### src/rtl/psl_pkg.sv
// Shared types and constants for the PHY strap default loader
package psl_pkg;

    // ****************************************************
    // Strap vector and derived defaults
    // ****************************************************
    // Soft-strap values, one bit each
    typedef struct packed {
        logic auto_mdix;          // Crossover auto enable
        logic manual_mdix;        // 0 = MDI, 1 = MDIX
        logic autoneg;            // Negotiation enable
        logic speed;              // 1 = 100 Mb/s
        logic duplex;             // 1 = full duplex
        logic full_duplex_pause_strap;
        logic forced_pause_strap;
    } psl_strap_t;

    // Register defaults computed from the straps
    typedef struct packed {
        logic       an_en;        // Negotiation enable bit
        logic       speed_lsb;    // Speed select low bit
        logic       duplex;       // Duplex mode bit
        logic       adv_10hd;     // 10BASE-T half advertised
        logic       adv_10fd;     // 10BASE-T full advertised
        logic       sym_pause;    // Symmetric pause advertised
        logic       asym_pause;   // Asymmetric pause advertised
        logic [2:0] mode;         // PHY mode field
        logic       xover_en;     // Crossover enable strap state
    } psl_dflt_t;

    // ****************************************************
    // Widths, reset values and timing
    // ****************************************************
    localparam int         PIN_W       = 8;       // Seven straps plus fibre pin
    localparam psl_strap_t STRAP_RESET = 7'h5E;   // Tie-off defaults
    localparam logic [2:0] SETTLE_CYC  = 3'h4;    // Sync depth before latching
    localparam logic [2:0] MODE_AN     = 3'h7;    // All capable, negotiating
    localparam logic [2:0] MODE_FX     = 3'h3;    // Fixed 100 full for fibre

    // ****************************************************
    // Register map (byte offsets) and field positions
    // ****************************************************
    localparam logic [4:0] OFF_REG_A   = 5'h00;   // reg_a basic control
    localparam logic [4:0] OFF_ADV     = 5'h04;   // negotiation_advertise_reg
    localparam logic [4:0] OFF_REG_B   = 5'h08;   // reg_b special modes
    localparam logic [4:0] OFF_SPECIAL = 5'h0C;   // phy_special_control_reg
    localparam logic [4:0] OFF_HWCFG   = 5'h10;   // hardware_configuration_reg
    localparam logic [4:0] OFF_EECMD   = 5'h14;   // eeprom_command_reg
    localparam int A_AN      = 12;                // reg_a fields
    localparam int A_SPEED   = 13;
    localparam int A_DUPLEX  = 8;
    localparam int ADV_10HD  = 5;                 // advertisement fields
    localparam int ADV_10FD  = 6;
    localparam int ADV_100HD = 7;
    localparam int ADV_100FD = 8;
    localparam int ADV_SYM   = 10;
    localparam int ADV_ASYM  = 11;
    localparam int B_MODE    = 5;                 // reg_b mode field low bit
    localparam int SP_SEL    = 15;                // crossover_control_select
    localparam int SP_AUTO   = 14;                // Manual auto enable
    localparam int SP_MDIX   = 13;                // Manual MDIX
    localparam int HW_XOVER  = 1;                 // crossover_enable_state
    localparam int HW_FX     = 0;                 // Fibre mode latched
    localparam int EE_RELOAD = 0;                 // Reload command
    localparam int EE_DRST   = 1;                 // Digital reset command
    localparam int EE_LOADED = 8;                 // Straps came from EEPROM
    localparam logic [1:0] ADV_100_RESET = 2'h3;  // 100 Mb/s abilities
    localparam logic [2:0] SPECIAL_RESET = 3'h0;  // Strap-driven crossover

endpackage

### src/rtl/psl_sync3.sv
// Three-stage synchroniser with agreement filter for strap pins
`timescale 1ns/1ns
`default_nettype none
module psl_sync3
    import psl_pkg::*;
(
    input  wire logic             clock,
    input  wire logic             rstn,
    input  wire logic             ce,
    input  wire logic [PIN_W-1:0] pin_in,
    output logic      [PIN_W-1:0] level
);
    // ****************************************************
    // Stages
    // ****************************************************
    logic [PIN_W-1:0] s1;   // Metastable stage, read only by s2
    logic [PIN_W-1:0] s2;   // Second stage
    logic [PIN_W-1:0] s3;   // Third stage

    // Per-bit agreement between the last two stages
    wire  [PIN_W-1:0] agree = ~(s2 ^ s3);

    // Shift chain and filtered level
    always_ff @(posedge clock or negedge rstn) begin
        if (!rstn) begin
            s1    <= '0;
            s2    <= '0;
            s3    <= '0;
            level <= '0;
        end else if (ce) begin
            s1    <= pin_in;
            s2    <= s1;
            s3    <= s2;
            level <= (agree & s3) | (~agree & level);
        end
    end
endmodule
`default_nettype wire

### src/rtl/psl_defaults.sv
// Combinational strap to register-default mapping
`timescale 1ns/1ns
`default_nettype none
module psl_defaults
    import psl_pkg::*;
(
    input  wire psl_strap_t st,
    input  wire logic       fx,
    output psl_dflt_t       dflt
);
    // ****************************************************
    // Copper defaults
    // ****************************************************
    // Negotiation forces speed, duplex and 10HD, while 10FD still follows duplex; else speed and duplex pick
    wire an  = st.autoneg;
    wire hd  = an | ~st.speed;
    wire fd  = st.duplex & (an | ~st.speed);
    wire pz  = st.full_duplex_pause_strap & ~st.forced_pause_strap;
    wire [2:0] md = an ? MODE_AN : {1'b0, st.speed, st.duplex};

    // ****************************************************
    // Fibre override
    // ****************************************************
    // Fibre ignores every copper strap; fixed values only
    assign dflt.an_en      = ~fx & an;
    assign dflt.speed_lsb  = fx | an | st.speed;
    assign dflt.duplex     = fx | an | st.duplex;
    assign dflt.adv_10hd   = ~fx & hd;
    assign dflt.adv_10fd   = ~fx & fd;
    assign dflt.sym_pause  = ~fx & pz;
    assign dflt.asym_pause = ~fx & pz;
    assign dflt.mode       = fx ? MODE_FX : md;
    assign dflt.xover_en   = ~fx & st.auto_mdix;
endmodule
`default_nettype wire

### src/rtl/psl_loader.sv
// PHY strap latch, override and register-default loader with Avalon-MM slave
//
// Function
// Crossover strap sets crossover state bit default
// Strap select drives crossover from both straps
// Auto off: manual strap picks MDI/MDIX
// Negotiation strap loads negotiation enable default
// Negotiation strap shapes speed, duplex, advertise, mode
// Fibre mode ignores copper and pause straps
// Speed strap shapes speed, advertise, mode defaults
// Duplex strap shapes duplex, 10FD, mode defaults
// Full-duplex pause strap shapes asymmetric pause
// Forced pause strap shapes both pause bits
// Latch pins at reset release; EEPROM overrides
// Digital reset/reload restore pin-latched values; with an EEPROM present eff is kept
// Defaults reapplied at reset; software writes afterwards
`timescale 1ns/1ns
`default_nettype none
module psl_loader
    import psl_pkg::*;
(
    input  wire logic        clock,
    input  wire logic        rstn,
    input  wire logic        ce,
    input  wire psl_strap_t  strap_pins,
    input  wire logic        fx_mode_pin,
    input  wire logic        ee_present,
    input  wire logic        ee_load_valid,
    input  wire psl_strap_t  ee_load_straps,
    input  wire logic [4:0]  avs_address,
    input  wire logic        avs_read,
    input  wire logic        avs_write,
    input  wire logic [31:0] avs_writedata,
    output logic      [31:0] avs_readdata,
    output logic             avs_waitrequest,
    output logic             xover_auto,
    output logic             xover_mdix,
    output logic             straps_latched
);
    // ****************************************************
    // Pin synchroniser and strap state
    // ****************************************************
    logic [PIN_W-1:0] pin_level;   // Filtered pin levels
    logic [2:0]       settle;      // Cycles since reset release
    psl_strap_t       pin_latch;   // Values captured at release
    logic             fx_lat;      // Fibre mode captured at release
    psl_strap_t       eff;         // Straps currently in force
    logic             ee_loaded;   // Eff came from the EEPROM
    logic             apply_q;     // Reload registers next edge
    psl_dflt_t        dflt;        // Defaults from eff

    // Fibre pin rides in the top bit of the same synchroniser
    psl_sync3 u_sync (
        .clock  (clock),
        .rstn   (rstn),
        .ce     (ce),
        .pin_in ({fx_mode_pin, strap_pins}),
        .level  (pin_level)
    );

    // Defaults follow eff combinationally; fibre uses the latched pin
    psl_defaults u_dflt (
        .st   (eff),
        .fx   (fx_lat),
        .dflt (dflt)
    );

    // ****************************************************
    // Register storage
    // ****************************************************
    logic       an_en;       // negotiation_enable_bit
    logic       speed_lsb;   // speed_select_low_bit
    logic       duplex;      // duplex_mode_bit
    logic       adv_10hd;    // Advertisement bits
    logic       adv_10fd;
    logic [1:0] adv_100;
    logic       sym_pause;
    logic       asym_pause;
    logic [2:0] mode;        // reg_b mode field
    logic [2:0] special;     // {select, auto, mdix} manual controls
    logic       xover_state; // crossover_enable_state

    // ****************************************************
    // Bus decode
    // ****************************************************
    // A request is accepted on the edge where waitrequest is low
    wire req      = avs_read | avs_write;
    wire acc_wr   = avs_write & ~avs_waitrequest;
    wire wr_a     = acc_wr & (avs_address == OFF_REG_A);
    wire wr_adv   = acc_wr & (avs_address == OFF_ADV);
    wire wr_b     = acc_wr & (avs_address == OFF_REG_B);
    wire wr_sp    = acc_wr & (avs_address == OFF_SPECIAL);
    wire wr_ee    = acc_wr & (avs_address == OFF_EECMD);
    wire cmd_rel  = wr_ee & avs_writedata[EE_RELOAD];
    wire cmd_drst = wr_ee & avs_writedata[EE_DRST];
    wire [31:0] wd = avs_writedata;

    // Latch fires once, after the synchroniser has filled
    // The filtered level trails the pins by four edges; latching
    // any sooner would capture the reset zeros of the filter
    wire latch_p  = ~straps_latched & (settle == SETTLE_CYC);
    wire ee_p     = ee_load_valid & ee_present & straps_latched;
    wire restore  = (cmd_rel | cmd_drst) & straps_latched;

    // Read mux: one word per register, unmapped reads zero
    // Reads have no side effect, so a repeated read is harmless
    function automatic logic [31:0] rd_word(input logic [4:0] a);
        logic [31:0] w;
        w = '0;
        unique case (a)
            OFF_REG_A: begin
                w[A_AN]     = an_en;
                w[A_SPEED]  = speed_lsb;
                w[A_DUPLEX] = duplex;
            end
            OFF_ADV: begin
                w[ADV_10HD]               = adv_10hd;
                w[ADV_10FD]               = adv_10fd;
                w[ADV_100FD:ADV_100HD]    = adv_100;
                w[ADV_SYM]                = sym_pause;
                w[ADV_ASYM]               = asym_pause;
            end
            OFF_REG_B:   w[B_MODE+2:B_MODE]   = mode;
            OFF_SPECIAL: w[SP_SEL:SP_MDIX]    = special;
            OFF_HWCFG: begin
                w[HW_XOVER] = xover_state;
                w[HW_FX]    = fx_lat;
            end
            OFF_EECMD: begin
                w[6:0]       = eff;
                w[EE_LOADED] = ee_loaded;
            end
            default: w = '0;
        endcase
        return w;
    endfunction

    wire [31:0] next_readdata = rd_word(avs_address);

    // ****************************************************
    // Crossover selection
    // ****************************************************
    // Select low hands crossover to the straps, as after reset
    // strap or register source
    wire sel_reg     = special[2];
    wire next_auto   = fx_lat ? 1'b0 : (sel_reg ? special[1] : eff.auto_mdix);
    // manual MDIX only when auto is off
    wire next_mdix   = fx_lat ? 1'b0 :
                       (sel_reg ? (~special[1] & special[0])
                                : (~eff.auto_mdix & eff.manual_mdix));

    // ****************************************************
    // Avalon slave handshake
    // ****************************************************
    // One wait cycle per access; read data loaded as wait drops
    // Fixed latency keeps the slave free of a state machine;
    // a master must drop its request after the accepted edge,
    // else the next edge sees a fresh request and waits again
    always_ff @(posedge clock or negedge rstn) begin
        if (!rstn) begin
            avs_waitrequest <= 1'b1;
            avs_readdata    <= '0;
        end else if (ce) begin
            avs_waitrequest <= ~(req & avs_waitrequest);
            avs_readdata    <= next_readdata;
        end
    end

    // ****************************************************
    // Strap latch and override
    // ****************************************************
    // Settle counter after reset release
    // Stops once latched, so it never wraps into a second capture
    always_ff @(posedge clock or negedge rstn) begin
        if (!rstn) begin
            settle <= '0;
        end else if (ce && !straps_latched) begin
            settle <= settle + 3'h1;
        end
    end

    // capture pins once, EEPROM may replace
    always_ff @(posedge clock or negedge rstn) begin
        if (!rstn) begin
            straps_latched <= 1'b0;
            pin_latch      <= STRAP_RESET;
            fx_lat         <= 1'b0;
        end else if (ce && latch_p) begin
            straps_latched <= 1'b1;
            pin_latch      <= psl_strap_t'(pin_level[6:0]);
            fx_lat         <= pin_level[PIN_W-1];
        end
    end

    // Straps in force; a fresh EEPROM load beats a restore
    // With an EEPROM attached a restore keeps eff; the PHY
    // registers still reload from it, as after any digital reset
    always_ff @(posedge clock or negedge rstn) begin
        if (!rstn) begin
            eff       <= STRAP_RESET;
            ee_loaded <= 1'b0;
        end else if (ce) begin
            if (latch_p) begin
                eff <= psl_strap_t'(pin_level[6:0]);
            end else if (ee_p) begin
                eff       <= ee_load_straps;
                ee_loaded <= 1'b1;
            // no pin resample, pin-latched copy returns
            end else if (restore && !ee_present) begin
                eff       <= pin_latch;
                ee_loaded <= 1'b0;
            end
        end
    end

    // Registers reload one edge after eff settles
    // Reading dflt a cycle late avoids loading from old straps
    always_ff @(posedge clock or negedge rstn) begin
        if (!rstn) begin
            apply_q <= 1'b0;
        end else if (ce) begin
            apply_q <= latch_p | ee_p | restore;
        end
    end

    // ****************************************************
    // PHY registers
    // ****************************************************
    // defaults win over a write in the same cycle
    // A write that collides with a reload is lost, as after reset
    always_ff @(posedge clock or negedge rstn) begin
        if (!rstn) begin
            {an_en, speed_lsb, duplex} <= '0;
            {adv_10hd, adv_10fd}       <= '0;
            {sym_pause, asym_pause}    <= '0;
            adv_100                    <= ADV_100_RESET;
            mode                       <= '0;
            special                    <= SPECIAL_RESET;
            xover_state                <= 1'b0;
        end else if (ce) begin
            if (apply_q) begin
                // reset values
                an_en       <= dflt.an_en;
                speed_lsb   <= dflt.speed_lsb;
                duplex      <= dflt.duplex;
                adv_10hd    <= dflt.adv_10hd;
                adv_10fd    <= dflt.adv_10fd;
                sym_pause   <= dflt.sym_pause;
                asym_pause  <= dflt.asym_pause;
                adv_100     <= ADV_100_RESET;
                mode        <= dflt.mode;
                special     <= SPECIAL_RESET;
                // strap state bit
                xover_state <= dflt.xover_en;
            end else begin
                if (wr_a) begin
                    an_en     <= wd[A_AN];
                    speed_lsb <= wd[A_SPEED];
                    duplex    <= wd[A_DUPLEX];
                end
                if (wr_adv) begin
                    adv_10hd   <= wd[ADV_10HD];
                    adv_10fd   <= wd[ADV_10FD];
                    adv_100    <= wd[ADV_100FD:ADV_100HD];
                    sym_pause  <= wd[ADV_SYM];
                    asym_pause <= wd[ADV_ASYM];
                end
                if (wr_b) begin
                    mode <= wd[B_MODE+2:B_MODE];
                end
                if (wr_sp) begin
                    special <= wd[SP_SEL:SP_MDIX];
                end
            end
        end
    end

    // Crossover outputs, registered
    // Fibre forces both low whatever the straps or register say
    always_ff @(posedge clock or negedge rstn) begin
        if (!rstn) begin
            xover_auto <= 1'b0;
            xover_mdix <= 1'b0;
        end else if (ce) begin
            xover_auto <= next_auto;
            xover_mdix <= next_mdix;
        end
    end
endmodule
`default_nettype wire

### config.mk
export PLATFORM = sky130hd
export DESIGN_NAME = psl_loader
export DESIGN_NICKNAME = d
export VERILOG_FILES = /design/src/rtl/psl_pkg.sv /design/src/rtl/psl_sync3.sv /design/src/rtl/psl_defaults.sv /design/src/rtl/psl_loader.sv
export SDC_FILE = /design/constraint.sdc
export NUM_CORES = 1
export LEC_CHECK = 0
export BUFFER_PORTS_ARGS = -buffer_cell sky130_fd_sc_hd__buf_2
export CAP_MARGIN = 20
export CORE_ASPECT_RATIO = 2
export CORE_MARGIN = 1
export CORE_UTILIZATION = 52
export CTS_BUF_LIST = sky130_fd_sc_hd__clkbuf_2
export CTS_CLUSTER_SIZE = 8
export DETAILED_ROUTE_END_ITERATION = 6
export HOLD_SLACK_MARGIN = 0.06
export PLACE_DENSITY = 0.77
export SLEW_MARGIN = 5
export SYNTH_ARGS = -nofsm -noshare
export SYNTH_HDL_FRONTEND = slang
export SYNTH_SLANG_ARGS = --single-unit
### constraint.sdc
create_clock -name clock -period 3.08 [get_ports clock]
set_input_delay 0.154 -clock clock [delete_from_list [all_inputs] [get_ports clock]]
set_output_delay 0.154 -clock clock [all_outputs]
set_load 0.01 [all_outputs]
==> reports/metrics.csv <==
stage;metric;value;unit
hold_path;hold_class;in -> reg;
placed_design;portBuffers;57;
sta;rsz0062_at_grt;false;
flow_run;drv_cap;0;
setup_path;cp_data_required_time;3.56;ns
power_and_ir_drop;p_comb_frac;0.266;
sta;post-route-period-util;0.687;
sta;fin_skew;0.0231;ns
grt;antenna_found_initial;1;
power_and_ir_drop;clockPowerShare;0.175;
layout;layout-drive-gt1-share;0.295;
route;post_drt_via_cell_ratio;5.35;
route;drc;0;
power_and_ir_drop;switching_power;1000;µW
route;vias;3080;
layout;area_delta_synth_final;19.9;%
floorplanning;io_pins;95;
layout;final_util;0.650;
sta;setup_tns;0;ns
synthesis;syn_inst;381;
layout;regArea;2190;µm²
power_and_ir_drop;seq_power_share;0.559;
floorplanning;initial_core_util;0.542;
route;wl_per_cell;14.8;µm
power_and_ir_drop;power_leakage;2.25;nW
clock_network;cts_root_buffer;clkbuf_2;
synthesis;ys_ff_latch;87;
route;dr.pass1.iters;4;
setup_path;worstSetupStartpointType;input port;
floorplanning;die_x;65.2;µm
sta;setup_violations;0;
layout;nets;537;
sta;fmax;473;MHz
outcome;run_status;completed;
synthesis;ys_warn_count;0;
power_and_ir_drop;peakVddDrop;0.000361;V
grt;grt_max_degree;85;
power_and_ir_drop;finalPower;3.16;mW
power_and_ir_drop;internal_power;2.16;mW
synthesis;synth_edf_count;0;
grt;grt_overflow;0;
synthesis;yosys_most_used_dff;dfrtp_1;
placed_design;dp_hpwl;5990;µm
clock_network;cts_resized;0;
power_and_ir_drop;p_sw_frac;0.317;
grt;grt_use_total;0.223;
synthesis;ys_types;46;
floorplanning;dieArea;8370;µm²
clock_network;cts_tree;yes;
clock_network;cts_buffers;9;
sta;layout_min_cycle_time;2.11;ns
synthesis;synth_area;4150;µm²
sta;setup_slack;0.965;ns
setup_path;worstPathArrival;2.60;ns
clock_network;cts.htree.levels;3;
floorplanning;rows;45;
placed_design;place_ws;1.09;ns
route;drt_iter0_drc;203;
sta;relSlewSlack;0.549;
sta;slew_violations;0;
placed_design;gp_congestion;0.880;
synthesis;synth_seq_area_share;0.528;
setup_path;path_class;in -> reg;
route;drt.antenna.violating_nets;0;
clock_network;clock_path_buffers;2;
layout;multi_input_area;1740;µm²
setup_path;cp_max_fo;5;
sta;tightest_slew;0.676;ns
power_and_ir_drop;p_per_area;634;nW/µm²
floorplanning;dieHeight;128;µm
grt;grt_pass1_wl;14000;µm
clock_network;cts_sinks;87;
clock_network;cts.reportedPaths.clkPinSlew;0.19;ns
clock_network;clk-insertion-delay-late;0.54;ns
setup_path;cp-end-kind;register;
synthesis;syn_area_per_cell;10.9;µm²
sta;final_hold_viol_count;0;
grt;grt_pass1_vias;3088;
layout;n_fill_cell;646;
route;drt_wl_total;8500;µm
synthesis;async_flop_share;1.00;
floorplanning;core-area;7660;µm²
## sequential cells by signal, summed over array words and instances, names as in the netlist, 2 cells and up, named ones only
name / cells
adv_100: 2
avs_readdata: 15
eff: 7
mode: 3
pin_latch: 7
settle: 3
special: 3
u_sync.s1: 8
u_sync.s2: 8
u_sync.s3: 8
## cell type report
class                      count  area share
timing repair buffer         102       0.150
clock buffer                  11      0.0111
inverter                      20      0.0151
multi-input combinational    256       0.349
clock inverter                 5      0.0101
sequential                    87       0.441
antenna                        1    0.000503
tap                           94      0.0236
## cells in the mapped netlist, types with 2 or more instances
library cell  number  area, µm²
xnor2_1            2       17.5
nand3_1            7       35.0
a32oi_1            2       17.5
dfrtp_1           74       1850
nand2_1           32        120
nor2_1            25       93.8
nor2b_1            3       18.8
o22ai_1            9       56.3
nor3_2             2       20.0
o21a_1             2       15.0
o21ai_0           11       55.1
ha_1               2       25.0
o32a_1             2       20.0
nand2b_1          17        106
inv_1             20       75.1
buf_4             18        135
a21oi_1           25        125
nor3_1             2       10.0
dfstp_2           13        342
a31oi_1            9       56.3
mux2i_1            4       40.0
buf_1              2       7.51
clkbuf_1          12       45.0
mux2_2            48        541
and3_1             3       18.8
a22oi_1            5       37.5
o31ai_1            2       15.0
a21o_1             3       22.5
o22a_1             5       43.8
nand3b_1           3       22.5
and3b_1            2       17.5
## layer usage
| metal | routed length, µm | GRT usage |
|---|---|---|
| met1 | 3140 | 0.228 |
| met2 | 4600 | 0.392 |
| met3 | 325 | 0.0496 |
| met4 | 436 | 0.152 |
| met5 | 0 | 0 |
## cells by family after synthesis
group           after synthesis  share of synthesized area
fa+ha+maj                     2                    0.00603
flops                        87                      0.528
buf+inv                      54                     0.0672
mux                          52                      0.140
compound gates               81                      0.127
xor+xnor                      2                    0.00422
simple gates                102                      0.126
other cells                   1                   0.000903
## metrics by stage
| stage | hold WS, ns | cell area, µm² | instances |
|---|---|---|---|
| floorplan | -0.142 | 4210 | 397 |
| global placement | 0.378 | 4440 | 518 |
| detailed placement | 0.390 | 4440 | 518 |
| CTS | 0.0631 | 4940 | 573 |
| global route | 0.0763 | 4980 | 576 |
| finish | 0.106 | 4980 | 576 |
## power by group through the flow
stage                     clock network [mW]  registers (mW)  logic (mW)
final                                  0.553            1.77       0.839
after global routing                   0.621            1.81       0.941
after CTS                              0.577            1.76       0.843
after detailed placement                   0            1.79       0.799
after global placement                     0            1.77       0.762
after floorplan                            0            1.71       0.623
## critical path, cell delays in order
cell and delay [ns]:
dlygate4sd3_1 0.53, buf_2 0.16, or4b_1 0.59, nor3_2 0.37
mux2i_1 0.23, dlygate4sd3_1 0.56
## final timing paths
path,startpoint,end,slack [ns],depth (start not counted)
max,avs_address[1],special[0],0.97,6
min,ee_load_straps[3],eff[3],0.11,4
max reg2reg,avs_waitrequest,avs_waitrequest,1.07,4
min reg2reg,adv_10hd,adv_10hd,0.51,1
max in group asynchronous,rstn,eff[2],1.74,5
min in group asynchronous,rstn,settle[2],0.53,3
## repair_timing
action	4_1_cts	5_1_grt
hold endpoints to repair	113	14
buffers inserted	0	0
hold buffers	39	1
## layout by cell type (no fill, tap or decap), types with 5 or more instances in the layout
master / netlist / final
a21oi_1: 25 / 25
a22oi_1: 5 / 5
a31oi_1: 9 / 9
buf_2: 1 / 56
buf_4: 18 / 5
clkbuf_2: 0 / 11
conb_1: 1 / 17
dfrtp_1: 74 / 74
dfstp_2: 13 / 13
dlygate4sd3_1: 0 / 40
inv_1: 20 / 20
mux2_2: 48 / 48
nand2_1: 32 / 32
nand2b_1: 17 / 17
nand3_1: 7 / 7
nor2_1: 25 / 25
o21ai_0: 11 / 11
o22a_1: 5 / 5
o22ai_1: 9 / 9
Note: power is estimated with default switching activity, not from simulation.
